<file path="config.mk">
export PLATFORM = sky130hd
export DESIGN_NAME = iife_top
export DESIGN_NICKNAME = d
export VERILOG_FILES = /design/src/design/iife_pkg.sv /design/src/design/iife_top.sv
export SDC_FILE = /design/constraint.sdc
export NUM_CORES = 1
export LEC_CHECK = 0
export ABC_AREA = 1
export BUFFER_PORTS_ARGS = -buffer_cell sky130_fd_sc_hd__buf_2
export CAP_MARGIN = 20
export CORE_UTILIZATION = 62
export CTS_CLUSTER_SIZE = 24
export DETAILED_ROUTE_END_ITERATION = 8
export GPL_TIMING_DRIVEN = 0
export PLACE_DENSITY_LB_ADDON = 0.15
export SYNTH_ARGS = -nofsm -noshare
export SYNTH_HDL_FRONTEND = slang
export SYNTH_SLANG_ARGS = --single-unit
</file>
<file path="constraint.sdc">
create_clock -name i_clk -period 6.8 [get_ports i_clk]
set_clock_uncertainty 0.1 [all_clocks]
set_input_delay 1.02 -clock i_clk [delete_from_list [all_inputs] [get_ports i_clk]]
set_output_delay 1.02 -clock i_clk [all_outputs]
set_load 0.1 [all_outputs]
</file>
<file path="src/design/iife_pkg.sv">
/*
 * Package for the isolated input sample front end: register indices,
 * field positions, reset values, timing constants and shared types.
 * Assumes a 250 MHz core clock and a register port carried by the
 * surrounding SPI slave.
 */
package iife_pkg;

    // ****************************************************************
    // Register map
    // ****************************************************************
    localparam logic [9:0]  GAIN_ADDR      = 10'h201;
    localparam logic [9:0]  PATH_CTRL_ADDR = 10'h202;
    localparam logic [9:0]  IRQ_MASK_ADDR  = 10'h203;
    localparam logic [9:0]  IRQ_STAT_ADDR  = 10'h204;
    localparam logic [9:0]  CTRL_ADDR      = 10'h205;
    localparam logic [9:0]  SAMPLE_ADDR    = 10'h206;
    localparam logic [9:0]  LOCK_ADDR      = 10'h207;

    // ****************************************************************
    // Fields and reset values
    // ****************************************************************
    localparam int          GAIN_LSB       = 0;
    localparam int          AVG_EN_BIT     = 0;
    localparam int          RATIO_LSB      = 1;
    localparam int          PIN_MODE_BIT   = 2;
    localparam int          RST_DONE_BIT   = 14;
    localparam int          READY_BIT      = 15;
    localparam logic [15:0] REG_RST        = 16'h0000;
    localparam logic [15:0] RST_DONE_VAL   = 16'h4000;
    localparam logic [15:0] LOCK_KEY       = 16'h5a5a; // Arbitrary key

    // ****************************************************************
    // Timing
    // ****************************************************************
    localparam int CLK_MHZ      = 250;
    localparam int SAMPLE_NS    = 10000;   // 100 kSPS aggregate
    localparam int READY_HI_NS  = 1000;    // 1 us pulse
    localparam int SAMPLE_CYC   = SAMPLE_NS * CLK_MHZ / 1000;
    localparam int READY_HI_CYC = READY_HI_NS * CLK_MHZ / 1000;

    // Gain codes
    typedef enum logic [1:0] {
        IIFE_GAIN_X1  = 2'h0,
        IIFE_GAIN_X2  = 2'h1,
        IIFE_GAIN_X5  = 2'h2,
        IIFE_GAIN_X10 = 2'h3
    } iife_gain_e;

    // Register port request
    typedef struct packed {
        logic        wr;
        logic        rd;
        logic [9:0]  addr;
        logic [15:0] wdata;
    } iife_req_s;

    // Converter sample with its channel
    typedef struct packed {
        logic       chan;
        logic [7:0] data;
    } iife_smp_s;

endpackage : iife_pkg

</file>
<file path="src/design/iife_top.sv">
/*
 * Digital front end: gain register, channel sequencer for the shared
 * converter, averaging decimator, sample-ready pulse on the shared pin
 * and the two state outputs.
 * Assumes an SPI slave outside presents single-cycle register requests
 * and that converter results arrive with i_adc_valid, synchronous.
 */
`timescale 1ns/1ps
module iife_top
    import iife_pkg::*;
#(
    parameter int SMP_W = 8
) (
    // Clock and reset
    input  wire logic             i_clk,
    input  wire logic             i_rst_n,
    // Register port
    input  wire iife_req_s        i_req,
    output logic [15:0]           o_rdata,
    // Converter side
    input  wire logic [SMP_W-1:0] i_adc_data,
    input  wire logic             i_adc_valid,
    input  wire logic [1:0]       i_input_state,
    output logic                  o_adc_start,
    output logic                  o_adc_chan,
    output logic [1:0]            o_gain,
    // Sample stream and pins
    output logic [SMP_W-1:0]      o_smp_data,
    output logic                  o_smp_chan,
    output logic                  o_smp_valid,
    output logic                  o_first_state_output,
    output logic                  o_shared_out,
    output logic                  o_shared_oe
);

    // ****************************************************************
    // Registers
    // ****************************************************************
    logic [1:0]  gain_q, gain_d;
    logic [2:0]  path_q, path_d;
    logic [15:0] mask_q, mask_d;
    logic        pin_mode_q, pin_mode_d;
    logic        locked_q, locked_d;
    logic [15:0] rdata_q, rdata_d;
    logic [SMP_W-1:0] last_q, last_d;

    // Register writes and read mux
    always_comb begin
        gain_d     = gain_q;
        path_d     = path_q;
        mask_d     = mask_q;
        pin_mode_d = pin_mode_q;
        locked_d   = locked_q;
        rdata_d    = rdata_q;
        if (i_req.wr) begin
            if (i_req.addr == GAIN_ADDR) begin
                gain_d = i_req.wdata[GAIN_LSB +: 2];
            end else if (i_req.addr == PATH_CTRL_ADDR) begin
                path_d = i_req.wdata[2:0];
            end else if (i_req.addr == IRQ_MASK_ADDR) begin
                mask_d = i_req.wdata;
            end else if (i_req.addr == CTRL_ADDR) begin
                pin_mode_d = i_req.wdata[PIN_MODE_BIT];
            end else if (i_req.addr == LOCK_ADDR) begin
                locked_d = (i_req.wdata == LOCK_KEY);
            end
        end
        if (i_req.rd) begin
            if (i_req.addr == GAIN_ADDR) begin
                rdata_d = {14'h0000, gain_q};
            end else if (i_req.addr == PATH_CTRL_ADDR) begin
                rdata_d = {13'h0000, path_q};
            end else if (i_req.addr == IRQ_MASK_ADDR) begin
                rdata_d = mask_q;
            end else if (i_req.addr == IRQ_STAT_ADDR) begin
                // reset-done always set once out of reset
                rdata_d = RST_DONE_VAL;
            end else if (i_req.addr == CTRL_ADDR) begin
                rdata_d = {13'h0000, pin_mode_q, 2'h0};
            end else if (i_req.addr == SAMPLE_ADDR) begin
                rdata_d = {{(16-SMP_W){1'b0}}, last_q};
            end else if (i_req.addr == LOCK_ADDR) begin
                rdata_d = {15'h0000, locked_q};
            end else begin
                rdata_d = 16'h0000;   // Unmapped reads as zero
            end
        end
    end

    // gain and controls clear at reset
    always_ff @(posedge i_clk or negedge i_rst_n) begin
        if (!i_rst_n) begin
            gain_q     <= IIFE_GAIN_X1;
            path_q     <= 3'h0;
            mask_q     <= REG_RST;
            pin_mode_q <= 1'b0;
            locked_q   <= 1'b0;
            rdata_q    <= REG_RST;
        end else begin
            gain_q     <= gain_d;
            path_q     <= path_d;
            mask_q     <= mask_d;
            pin_mode_q <= pin_mode_d;
            locked_q   <= locked_d;
            rdata_q    <= rdata_d;
        end
    end

    // ****************************************************************
    // Sample sequencer
    // ****************************************************************
    logic [11:0] tick_q, tick_d;
    logic        chan_q, chan_d, start_q, start_d, pin_q, pin_d;
    logic        wrap;

    // one conversion every 10 us, channel alternates
    always_comb begin
        wrap    = (tick_q == 12'(SAMPLE_CYC - 1));
        tick_d  = wrap ? 12'h000 : tick_q + 12'h001;
        chan_d  = wrap ? ~chan_q : chan_q;
        start_d = wrap;
        // ready high for first 1 us of each period
        pin_d   = (tick_d < 12'(READY_HI_CYC));
    end

    always_ff @(posedge i_clk or negedge i_rst_n) begin
        if (!i_rst_n) begin
            tick_q  <= 12'h000;
            chan_q  <= 1'b0;
            start_q <= 1'b0;
            pin_q   <= 1'b0;
        end else begin
            tick_q  <= tick_d;
            chan_q  <= chan_d;
            start_q <= start_d;
            pin_q   <= pin_d;
        end
    end

    // ****************************************************************
    // Decimator, one accumulator per channel
    // ****************************************************************
    logic [SMP_W+2:0] acc_q [2], acc_d [2];
    logic [2:0]       cnt_q [2], cnt_d [2];
    logic [SMP_W-1:0] out_q, out_d;
    logic             ov_q, ov_d, oc_q, oc_d;
    logic [1:0]       shift;
    logic [2:0]       last_cnt;
    logic [SMP_W+2:0] sum;
    logic             ch;

    // accumulate N, emit mean; ratio decode
    always_comb begin
        acc_d    = acc_q;
        cnt_d    = cnt_q;
        out_d    = out_q;
        ov_d     = 1'b0;
        oc_d     = oc_q;
        last_d   = last_q;
        ch       = chan_q;
        shift    = path_q[RATIO_LSB +: 2];
        last_cnt = 3'((4'h1 << shift) - 4'h1);
        sum      = acc_q[ch] + (SMP_W+3)'(i_adc_data);
        if (i_adc_valid) begin
            // bypass unless enabled with nonzero ratio
            if (!path_q[AVG_EN_BIT] || shift == 2'h0) begin
                out_d = i_adc_data;
                ov_d  = 1'b1;
                oc_d  = ch;
            end else if (cnt_q[ch] == last_cnt) begin
                out_d     = SMP_W'(sum >> shift);
                ov_d      = 1'b1;
                oc_d      = ch;
                acc_d[ch] = '0;
                cnt_d[ch] = 3'h0;
            end else begin
                acc_d[ch] = sum;
                cnt_d[ch] = cnt_q[ch] + 3'h1;
            end
            last_d = ov_d ? out_d : last_q;
        end
    end

    always_ff @(posedge i_clk or negedge i_rst_n) begin
        if (!i_rst_n) begin
            acc_q  <= '{default: '0};
            cnt_q  <= '{default: '0};
            out_q  <= '0;
            ov_q   <= 1'b0;
            oc_q   <= 1'b0;
            last_q <= '0;
        end else begin
            acc_q  <= acc_d;
            cnt_q  <= cnt_d;
            out_q  <= out_d;
            ov_q   <= ov_d;
            oc_q   <= oc_d;
            last_q <= last_d;
        end
    end

    // ****************************************************************
    // Output pins
    // ****************************************************************
    logic [1:0] st_q;
    logic       sh_q, oe_q;

    // input copy, or open-drain ready; pull-up gives high
    always_ff @(posedge i_clk or negedge i_rst_n) begin
        if (!i_rst_n) begin
            st_q <= 2'h0;
            sh_q <= 1'b0;
            oe_q <= 1'b0;
        end else begin
            st_q <= i_input_state;
            sh_q <= pin_mode_q ? 1'b0 : i_input_state[1];
            oe_q <= pin_mode_q ? (mask_q[READY_BIT] & ~pin_d) : 1'b1;
        end
    end

    assign o_rdata              = rdata_q;
    assign o_adc_start          = start_q;
    assign o_adc_chan           = chan_q;
    assign o_gain               = gain_q;
    assign o_smp_data           = out_q;
    assign o_smp_chan           = oc_q;
    assign o_smp_valid          = ov_q;
    assign o_first_state_output = st_q[0];
    assign o_shared_out         = sh_q;
    assign o_shared_oe          = oe_q;
endmodule : iife_top

</file>
# ---- After elaboration in Yosys (flattened, before gate mapping)
# Index checks and enable logic that the tools add are counted.
dict set report classes {
  addsub 4
  order_cmp 3
  eq_ne 10
  n_shift 2
  muxes 32
  n_bitwise 13
  reduce_logical 13
}
# operator n
set ops {}
lappend ops {{== test 10 bit, second input constant} 7}
lappend ops {{2-to-1 mux 16 bit} 3}
lappend ops {{2-to-1 mux 11 bit} 4}
lappend ops {{2-to-1 mux 8 bit} 4}
lappend ops {{AND 22 bit} 1}
lappend ops {{bitwise mux 22 bit} 1}
lappend ops {{2-to-1 mux 22 bit} 1}
lappend ops {{inverter 22 bit} 1}
lappend ops {{== test 16 x 15 -> 1 bit, second input constant} 1}
lappend ops {{2-to-1 mux 15 bit} 1}
lappend ops {{adder 12 x 1 -> 12 bit, second input constant} 1}
lappend ops {{== test 12 bit, second input constant} 1}
lappend ops {{less-than comparator 12 x 8 -> 1 bit, second input constant} 1}
lappend ops {{2-to-1 mux 12 bit} 1}
lappend ops {{2-to-1 mux 3 bit} 4}
lappend ops {{adder 11 x 8 -> 11 bit} 1}
lappend ops {{demux 11 bit (select 1 bit)} 1}
lappend ops {{right shift 11 x 2 -> 8 bit} 1}
lappend ops {{2-to-1 mux 1 bit} 9}
lappend ops {{AND reduction 2 bit} 4}
lappend ops {{inverter 1 bit} 7}
lappend ops {{AND 6 bit} 1}
lappend ops {{bitwise mux 6 bit} 1}
lappend ops {{2-to-1 mux 6 bit} 1}
lappend ops {{19 further kinds} 19}
dict set report word_totals {
  register_bits 102
  input_bits 41
  output_inout_bits 33
  wordCells 97
}

# ---- Logic depth before layout (Yosys ltp)
# Gate-level depths: netlist (run 1).
dict set report depth {
  word_depth 9
  depth_mapped 20
  ltp_nobuf 17
}

# ---- Least setup slack after synthesis (run 1)
# Ideal clock, no wire load.
dict set report synth_path {
  path_kind {reg2reg}
  start {register chan_q, in the netlist o_adc_chan}
  end {register out_q[3], in the netlist o_smp_data[3]}
  setup_ns 0.120
  t_arrival_ns 3.326
  required_time_ns 6.580
  slack_ns 3.255
  path_stages_with_launch 17
  path_buffers 3
  period_less_slack_ns 3.545
  path_cell_list {dfrtp_1 -> buf_6 -> clkbuf_1 -> clkbuf_1 -> nand2_1 -> o21ai_0 -> ha_1 -> or2_2 -> and2_1 -> xnor2_1 -> nand2_1 -> nand2_1 -> nand2_1 -> nand3_1 -> nand3_1 -> nand2_1 -> nand2_1}
}
dict set report synth_between {
  elab_chain_cells 8
}
# item line
set synth_rtl {}
lappend synth_rtl {{start, declared} iife_top.sv:113} ;# logic chan_q, chan_d, start_q, start_d, pin_q, pin_d;
lappend synth_rtl {{start signal, assigned} iife_top.sv:134} ;# chan_q <= chan_d;
lappend synth_rtl {{inverter 1 -> 2 bit (implied by the code) (*)} {iife_top.sv:163, iife_top.sv:170}}
lappend synth_rtl {{2-to-1 mux 11 bit (implied by the code) (3 in a row)} iife_top.sv:163} ;# sum = acc_q[ch] + (SMP_W+3)'(i_adc_data);
lappend synth_rtl {{adder 11 x 8 -> 11 bit} iife_top.sv:163}
lappend synth_rtl {{right shift 11 x 2 -> 8 bit} iife_top.sv:171} ;# out_d = SMP_W'(sum >> shift);
lappend synth_rtl {{2-to-1 mux 8 bit (*)} iife_top.sv:170} ;# end else if (cnt_q[ch] == last_cnt) begin
lappend synth_rtl {{2-to-1 mux 8 bit (*)} iife_top.sv:166} ;# if (!path_q[AVG_EN_BIT] || shift == 2'h0) begin
lappend synth_rtl {{end signal, assigned} iife_top.sv:195} ;# out_q <= out_d;
lappend synth_rtl {{end, declared} iife_top.sv:145} ;# logic [SMP_W-1:0] out_q, out_d;
# Every way passes the cells marked *; elsewhere a longest branch is shown, timed or not. The select of a mux whose other input is x is not followed.
# A chain may end at the register's enable or synchronous reset.

# ---- Worst setup path after layout (run 1)
dict set report layout_path {
  start {register chan_q, in the netlist o_adc_chan}
  end {register last_q[1]}
}
dict set report layout_between {
  elab_chain_cells 9
}
# item line
set layout_rtl {}
lappend layout_rtl {{inverter 1 -> 2 bit (implied by the code) (*)} {iife_top.sv:163, iife_top.sv:170}}
lappend layout_rtl {{parallel branches: the longest is 8 deep, another holds adder 11 x 8 -> 11 bit} -}
lappend layout_rtl {{end signal, assigned} iife_top.sv:198} ;# last_q <= last_d;
lappend layout_rtl {{end, declared} iife_top.sv:45} ;# logic [SMP_W-1:0] last_q, last_d;
# Mark *: on every way between the ends. The select of a mux whose other input is x is not followed.

==> impl_metrics.json, run 1 <==
{
  "arrival_ns": 3.89,
  "path_max_fanout": 10,
  "wl_um": 13570,
  "start_util_pct": 65.24,
  "viasPerCell": 5.613,
  "setup_viol": 0,
  "slew_headroom_pct": 41.82,
  "grt_overflow": 0,
  "grt_use_total_pct": 32.00,
  "fmaxAchievable_ghz": 0.2676,
  "antenna_found_initial": 0,
  "htreeDepth": 3,
  "place_area_sq_um": 5963,
  "worst_skew_pair.late_latency_ns": 0.37,
  "tns_ns": 0,
  "post-cts-setup-buffers": 0,
  "syn_area_sq_um": 5441,
  "worst_pin_slew_ns": 0.8660,
  "die_h_um": 95.69,
  "min_period_ns": 3.737,
  "slew_viol_final": 0,
  "path_cells": "buf_6, clkbuf_1, clkbuf_1, nand2_1, o21ai_0, ha_1, or2_2, and2_1, xnor2_1, nand2_1, nand2_1, o21ai_0, nand2_1, nand2_1, nand2_1, nand2_1",
  "synth_fp_nets": 749,
  "layout-drive-gt1-share_pct": 15.03,
  "hp-class": "reg -> reg",
  "p_comb_share_pct": 16.5,
  "p_clk_share_pct": 30.4,
  "cts_num_sinks": 102,
  "holdWs_ns": 0.3948,
  "dp_hpwl_um": 10200,
  "finalPower_mw": 1.203,
  "seqPwrFrac_pct": 53.1,
  "synthCells": 697,
  "drv_cap": 0,
  "finalHoldViolations": 0,
  "pin_count": 74,
  "routed-via-count": 4996,
  "ys_ff_latch": 102,
  "grt_pass1_wl_um": 22220,
  "status": "complete, no violations",
  "fin_nets": 833,
  "cts_made_buffers": 9,
  "ctsResizeCount": 0,
  "swShare_pct": 31.06,
  "seq_area_frac_synth_pct": 46.91,
  "drc_errors": 0,
  "gp_congestion": 0.9312,
  "dp_cells": 875,
  "cpMostUsedCell": "nand2_1",
  "rsz0062_at_grt": "no",
  "design.core.area_sq_um": 8341,
  "crit_path_top_delay_cell": "dfrtp_1",
  "p_int_mw": 0.8296,
  "grt_pass1_vias": 4623,
  "end_kind": "register",
  "clk_path_buf_depth": 2,
  "worst_ep_required_time_ns": 6.96,
  "dieArea_sq_um": 9156,
  "stdcell_area_sq_um": 6142,
  "p_switching_mw": 0.3738,
  "cpLargestDelayFamily": "simple AND/OR/NAND/NOR gates",
  "holdBufCountCts": 0,
  "crit_path_max_incr_delay_ns": 0.47,
  "worstSetupStartpointType": "register",
  "setup_slack_ns": 3.063,
  "clk_pin_slew_ns": 0.10,
  "stdcell_count": 890,
  "die_x_um": 95.69,
  "synth_cell_types": 43,
  "ir_drop_uv": 138.4,
  "post-place-ws_ns": 3.133,
  "p_per_area_nw_per_um2": 195.9,
  "cts.root.buffer_cell": "clkbuf_8",
  "drtPass1Iterations": 5,
  "cp_num_buf_inv": 3,
  "num_rows": 33,
  "fin_util_pct": 73.64,
  "avgSynthCellArea_sq_um": 7.807,
  "area_growth_pct": 12.88,
  "period_share_pct": 54.95,
  "grt_max_degree": 76,
  "cts_tree": "built",
  "port-buffer-count": 72,
  "routedWlPerCell_um": 15.24,
  "p_leak_nw": 3.363,
  "drt_iter0_drc": 350,
  "ant_nets": 0,
  "ys_warn_count": 0,
  "antenna_cells": 0,
  "crit_type": "reg -> reg"
}
placed cells by master, fill, tap and decap left out, drive strengths merged, types with 3 or more instances in the layout:
cell type	n
ha	10
o22ai	26
nand4	13
nand3b	3
nand2	195
nor3	7
dfrtp	102
o211ai	4
nor4	3
mux2	4
clkbuf	18
nor2	36
buf	84
a21oi	11
o21ai	48
or2	4
inv	125
xor2	8
o21a	4
nand3	65
state kept, by name, summed over array words and instances (netlist names), 2 cells and up:
| signal | flops |
|---|---|
| acc_q | 22 |
| mask_q | 16 |
| o_rdata | 16 |
| tick_q | 12 |
| last_q | 8 |
| o_smp_data | 8 |
| cnt_q | 6 |
| path_q | 3 |
| o_gain | 2 |
final cells by class:
class                           count  area [sq um]
Tap cell                          105         131.4
Multi-Input combinational cell    454          2325
Fill cell                         667          2198
Clock inverter                      4         37.54
Buffer                             18         97.59
Sequential cell                   102          2552
Clock buffer                       11         141.4
Timing Repair Buffer               73         390.4
Inverter                          123         466.7
synth_stat cells, drive strengths merged:
cell,instances,area [sq um]
o21ai,48,244.0
a31oi,2,12.51
buf,11,71.31
nor2,36,166.4
o211ai,4,30.03
nand4,13,81.33
xor2,8,70.07
mux2i,2,20.02
o2111ai,1,8.760
xnor2,2,17.52
ha,10,125.1
or2,4,25.02
fa,1,20.02
nand2,195,739.5
nand3,65,342.8
inv,122,457.9
clkinv,1,8.760
o31ai,1,7.510
o41ai,1,8.760
dfrtp,102,2552
a21oi,11,55.05
nor4,3,18.77
o21a,4,30.03
a41oi,1,8.760
o22ai,26,162.7
mux2,4,45.04
clkbuf,7,26.28
o311ai,1,8.760
nor3,7,35.03
and2,1,6.260
nand3b,3,35.03
routing by layer:
metal  global-route usage (%)  part of all wire (%)  wire, um
met5                        0                     0         0
met2                    51.61                    47      6417
met1                    45.38                    45      6094
met4                    8.831                   1.6       214
met3                    4.466                   6.2       840
path summary, 6_finish.rpt:
kind,startpoint,endpoint,slack [ns],cells after the start
max in group asynchronous,i_rst_n,o_rdata[5],5.46,2
max reg2reg,o_adc_chan,last_q[1],3.06,16
min in group asynchronous,i_rst_n,tick_q[9],0.46,1
min reg2reg,o_rdata[15],o_rdata[15],0.39,2
max,o_adc_chan,last_q[1],3.06,16
min,o_rdata[15],o_rdata[15],0.39,2
power by group through the flow:
stage / sequential [mW] / combinational (mW) / clock, mW
floorplan: 0.694 / 0.0927 / 0
global placement: 0.650 / 0.191 / 0
detailed placement: 0.651 / 0.197 / 0
CTS: 0.639 / 0.198 / 0.368
global route: 0.641 / 0.218 / 0.392
finish: 0.639 / 0.199 / 0.366
tightest hold or removal path: stages, from the launching register on:
cell and delay [ns]:
dfrtp_1 0.36, nand2_1 0.05, o21ai_0 0.05
kinds of logic (layout without fill, tap and decap cells):
logic type / after synthesis / in the layout / share of synthesized area [%]
AND/OR/NAND/NOR: 327 / 327 / 26.65
buffers and inverters: 141 / 229 / 10.37
AO/OA/AOI/OAI: 100 / 100 / 10.60
flip-flops: 102 / 102 / 46.91
XOR/XNOR: 10 / 10 / 1.610
adder cells (fa/ha/maj): 11 / 11 / 2.667
multiplexers: 6 / 6 / 1.196
No activity file was read; power rests on OpenSTA's default activity.
==> inputs of run 2 (changes only) <==
- CORE_UTILIZATION: 62 -> 58
- clock period: 6.8 -> 3.8 ns (I/O delays scaled with it)
==> run 2 against run 1 <==
Die area increased by 6.7%; clock power increased by 87%; cell count increased by 0.34%; wire length decreased by 1.4%; core utilization decreased by 4.4 points; flip-flop and latch count unchanged; first-iteration DRC count decreased by 11%; power increased by 82%; sequential power increased by 78%; maximum frequency increased by 13%; worst hold slack got worse by 0.34 ns; critical endpoint is now last_q[3]; global-route usage decreased by 2.4 points.
==> impl_metrics.json, run 2 (synthesis results as in run 1) <==
{
  "slew_headroom_pct": 43.47,
  "layout_commonest_cell": "nand2_1",
  "clk_path_buf_depth": 2,
  "die_h_um": 98.86,
  "rsz0062_at_grt": "no",
  "crit_type": "reg -> reg",
  "largest_reg_flops": 22,
  "antenna_found_initial": 0,
  "ir_drop_uv": 206.3,
  "p_leak_nw": 3.374,
  "gp_congestion": 0.9006,
  "pin_count": 74,
  "rrSetupSlack_ns": 0.50,
  "worst_skew_pair.late_latency_ns": 0.38,
  "grt_overflow": 0,
  "num_rows": 34,
  "worstSetupStartpointType": "register",
  "grt_pass1_wl_um": 22780,
  "path_max_fanout": 19,
  "min_period_ns": 3.296,
  "largest-register": "acc_q",
  "slew_viol_final": 0,
  "p_per_area_nw_per_um2": 354.7,
  "worst_pin_slew_ns": 0.8415,
  "layout-drive-gt1-share_pct": 15.41,
  "arrival_ns": 3.48,
  "status": "complete, no violations",
  "dp_hpwl_um": 10190,
  "routed-via-count": 4877,
  "post-cts-setup-buffers": 0,
  "cts_tree": "built",
  "routedWlPerCell_um": 14.98,
  "viasPerCell": 5.461,
  "cts_made_buffers": 9,
  "post-place-ws_ns": 0.06869,
  "tns_ns": 0,
  "setup_viol": 0,
  "fin_nets": 832,
  "worst_ep_required_time_ns": 3.98,
  "ant_nets": 0,
  "finalHoldViolations": 0,
  "setup_slack_ns": 0.5035,
  "cts.root.buffer_cell": "clkbuf_8",
  "cts_num_sinks": 102,
  "holdBufCountCts": 0,
  "drc_errors": 0,
  "hp-class": "in -> async",
  "drtPass1Iterations": 7,
  "start_util_pct": 61.20,
  "clk_pin_slew_ns": 0.10,
  "die_x_um": 98.86,
  "design.core.area_sq_um": 8891,
  "grt_max_degree": 66,
  "fmaxAchievable_ghz": 0.3034,
  "period_share_pct": 86.75,
  "drt_iter0_drc": 313,
  "final_cell_mix": "192 x nand2_1, 120 x inv_1, 102 x dfrtp_1, 77 x buf_2, 63 x nand3_1",
  "area_growth_pct": 13.18,
  "wl_um": 13370,
  "port-buffer-count": 72,
  "ctsResizeCount": 0,
  "grt_use_total_pct": 29.64,
  "antenna_cells": 0,
  "htreeDepth": 3,
  "dieArea_sq_um": 9773,
  "grt_pass1_vias": 4871,
  "end_kind": "register",
  "drv_cap": 0
}
## run 2: report_power, final
part | internal, mW | leakage (nW) | total [mW] | switching, mW
combinational | 0.0988 | 1.98 | 0.358 | 0.259
clock | 0.282 | 0.101 | 0.684 | 0.402
sequential | 1.12 | 1.29 | 1.14 | 0.0212
## run 2: layer usage
layer  routed length, um  vias up  GRT usage (%)
met4                 171        0          8.840
li1                    -     2402              -
met2                6399      164          49.00
met1                5988     2289          39.80
met5                   0        -              0
met3                 815       22          5.674
## run 2: layout make-up
| type | instances | area, sq um |
|---|---|---|
| Fill cell | 761 | 2733 |
| Clock inverter | 5 | 42.54 |
| Timing Repair Buffer | 73 | 390.4 |
| Sequential cell | 102 | 2552 |
| Multi-Input combinational cell | 454 | 2325 |
| Tap cell | 108 | 135.1 |
| Inverter | 123 | 466.7 |
| Buffer | 17 | 95.09 |
| Clock buffer | 11 | 151.4 |
## run 2: final timing paths
| path | end | start | cells after the start |
|---|---|---|---|
| max | last_q[3] | o_adc_chan | 17 |
| min | tick_q[3] | i_rst_n | 1 |
| max reg2reg | last_q[3] | o_adc_chan | 17 |
| min reg2reg | o_rdata[11] | o_rdata[11] | 2 |
| max in group asynchronous | o_smp_data[2] | i_rst_n | 2 |
| min in group i_clk | st_q[0] | i_input_state[0] | 1 |
## run 2: stage by stage
step                      area, sq um  hold slack [ns]  power, mW  std cells  utilization [%]
after floorplan                  5441           0.1744      1.407        697                -
after global placement           5937           0.3624      1.506        877            66.77
after detailed placement         5967           0.3687      1.520        878            67.11
after CTS                        6161          0.06447      2.190        894            69.29
after global routing             6158          0.08216      2.286        893            69.27
final                            6158          0.05011      2.184        893            69.27
## run 2: worst max-delay path, cell delays in order (launching register included)
cell	delay, ns
dfrtp_1	0.47
buf_6	0.20
clkbuf_2	0.21
nand2_1	0.09
o21ai_0	0.09
ha_1	0.23
fa_1	0.41
nand2_1	0.09
nand2_1	0.09
and2_1	0.16
xnor2_1	0.48
nand2_1	0.10
nand2_1	0.10
nand2_1	0.05
nand3_1	0.10
nand3_1	0.11
nand2_1	0.07
nand2_1	0.05
==> inputs of run 3 (changes only) <==
- CORE_UTILIZATION: 58 -> 60
- CTS_BUF_LIST: default -> sky130_fd_sc_hd__clkbuf_2 sky130_fd_sc_hd__clkbuf_4 sky130_fd_sc_hd__clkbuf_8
- MAX_ROUTING_LAYER: default -> met4
==> run 3 against run 2 <==
Register-to-register slack better by 0.04 ns; sequential power about the same; global-route usage up 1.4 points; highest routed layer unchanged.
==> impl_metrics.json, run 3 (synthesis results as in run 1) <==
{
  "status": "complete, no violations",
  "final_cell_mix": "192 x nand2_1, 120 x inv_1, 102 x dfrtp_1, 77 x buf_2, 63 x nand3_1",
  "p_per_area_nw_per_um2": 353.4,
  "clk_pin_slew_ns": 0.11,
  "routedWlPerCell_um": 14.97,
  "grt_pass1_wl_um": 22790,
  "grt_overflow": 0,
  "grt_max_degree": 77,
  "cpLargestDelayFamily": "simple AND/OR/NAND/NOR gates",
  "layout_commonest_cell": "nand2_1",
  "port-buffer-count": 72,
  "gp_congestion": 0.9073,
  "worst_skew_pair.late_latency_ns": 0.38,
  "timing.rr.start": "o_adc_chan",
  "post-cts-setup-buffers": 0,
  "area_growth_pct": 13.11,
  "setup_viol": 0,
  "drc_errors": 0,
  "holdBufCountCts": 0,
  "min_period_ns": 3.255,
  "arrival_ns": 3.44,
  "finalHoldViolations": 0,
  "fillers": 747,
  "drtPass1Iterations": 5,
  "rsz0062_at_grt": "no",
  "cp_num_buf_inv": 2,
  "grt_pass1_vias": 4770,
  "tns_ns": 0,
  "wl_um": 13370,
  "crit_path_top_delay_cell": "dfrtp_1",
  "ant_nets": 0,
  "design.core.area_sq_um": 8763,
  "ir_drop_uv": 218.3,
  "slew_headroom_pct": 43.67,
  "dieArea_sq_um": 9454,
  "die_h_um": 97.23,
  "clk_path_buf_depth": 2,
  "path_max_fanout": 19,
  "dp_hpwl_um": 10120,
  "end_kind": "register",
  "r2r_cells": 17,
  "path_cells": "buf_6, clkbuf_2, nand2_1, o21ai_0, ha_1, fa_1, nand2_1, nand2_1, and2_1, xnor2_1, nand2_1, nand2_1, nand2_1, nand3_1, nand3_1, nand2_1, nand2_1",
  "drv_cap": 0,
  "pin_count": 74,
  "largest_reg_flops": 22,
  "antenna_cells": 0,
  "rr_endpoint": "last_q[3]",
  "largest-register": "acc_q",
  "cts_tree": "built",
  "cpMostUsedCell": "nand2_1",
  "cts_made_buffers": 9,
  "antenna_found_initial": 0,
  "die_x_um": 97.23,
  "viasPerCell": 5.485,
  "grt_use_total_pct": 31.04,
  "layout-drive-gt1-share_pct": 15.41,
  "htreeDepth": 3,
  "fin_util_pct": 70.23,
  "ctsResizeCount": 0,
  "p_leak_nw": 3.368,
  "worstSetupStartpointType": "register",
  "worst_ep_required_time_ns": 3.98,
  "period_share_pct": 85.66,
  "crit_type": "reg -> reg",
  "drt_iter0_drc": 338,
  "rrSetupSlack_ns": 0.55,
  "routed-via-count": 4898,
  "start_util_pct": 62.09,
  "worst_pin_slew_ns": 0.8386,
  "slew_viol_final": 0,
  "fin_nets": 832,
  "crit_path_max_incr_delay_ns": 0.46,
  "cts.root.buffer_cell": "clkbuf_8",
  "fmaxAchievable_ghz": 0.3072,
  "num_rows": 34,
  "cts_num_sinks": 102,
  "hp-class": "in -> async"
}
run 3: cell types whose count changed in the layout (fill, tap and decap cells not counted), sizes merged:
cell	before	now
clkbuf	17	15
clkinv	5	3
inv	123	126
clkinvlp	0	1
run 3: layer usage:
metal	vias to the layer above	global-route usage, %	routed length [um]
li1	2403	-	-
met1	2320	40.72	5866
met2	161	51.19	6524
met3	14	5.036	814
met4	0	7.127	161
met5	-	-	0
run 3: where the power goes:
group	switching [mW]	total (mW)	internal, mW
combinational	0.257	0.356	0.0987
sequential	0.0215	1.14	1.12
clock	0.422	0.676	0.254
run 3: layout make-up:
type                    count  area, sq um  area share, %
clock inverters             7        66.31          1.077
flip-flops and latches    102         2552          41.47
repair buffers             73        390.4          6.343
plain buffers              17        95.09          1.545
well taps                 108        135.1          2.196
inverters                 123        466.7          7.583
clock buffers               9        123.9          2.013
multi-input cells         454         2325          37.77
run 3: how the worst max path moves through the flow:
stage	start	to	slack, ns	cells past startpoint
3_5_place_dp	o_adc_chan	last_q[3]	0.14	16
3_3_place_gp	o_adc_chan	last_q[3]	0.14	16
2_1_floorplan	o_adc_chan	o_smp_data[3]	0.25	16
5_1_grt	o_adc_chan	last_q[3]	0.25	17
4_1_cts	o_adc_chan	last_q[3]	0.13	16
6_report	o_adc_chan	last_q[3]	0.55	17
run 3: worst reg2reg max path, cell delays in order, from the launching register on:
cell and delay, ns:
dfrtp_1 0.46, buf_6 0.20, clkbuf_2 0.22, nand2_1 0.09, o21ai_0 0.09, ha_1 0.24
fa_1 0.41, nand2_1 0.11, nand2_1 0.09, and2_1 0.16, xnor2_1 0.40, nand2_1 0.10
nand2_1 0.11, nand2_1 0.05, nand3_1 0.10, nand3_1 0.11, nand2_1 0.08, nand2_1 0.05
run 3: through the flow:
stage | setup slack (ns) | cell area (sq um) | hold WS, ns | total power [mW] | std cells
floorplan | 0.2546 | 5441 | 0.1744 | 1.407 | 697
global placement | 0.1415 | 5937 | 0.3621 | 1.504 | 877
detailed placement | 0.1369 | 5967 | 0.3687 | 1.518 | 878
CTS | 0.1344 | 6157 | 0.00006123 | 2.187 | 894
global route | 0.2502 | 6155 | 0.01911 | 2.272 | 893
finish | 0.5451 | 6155 | 0.001561 | 2.175 | 893
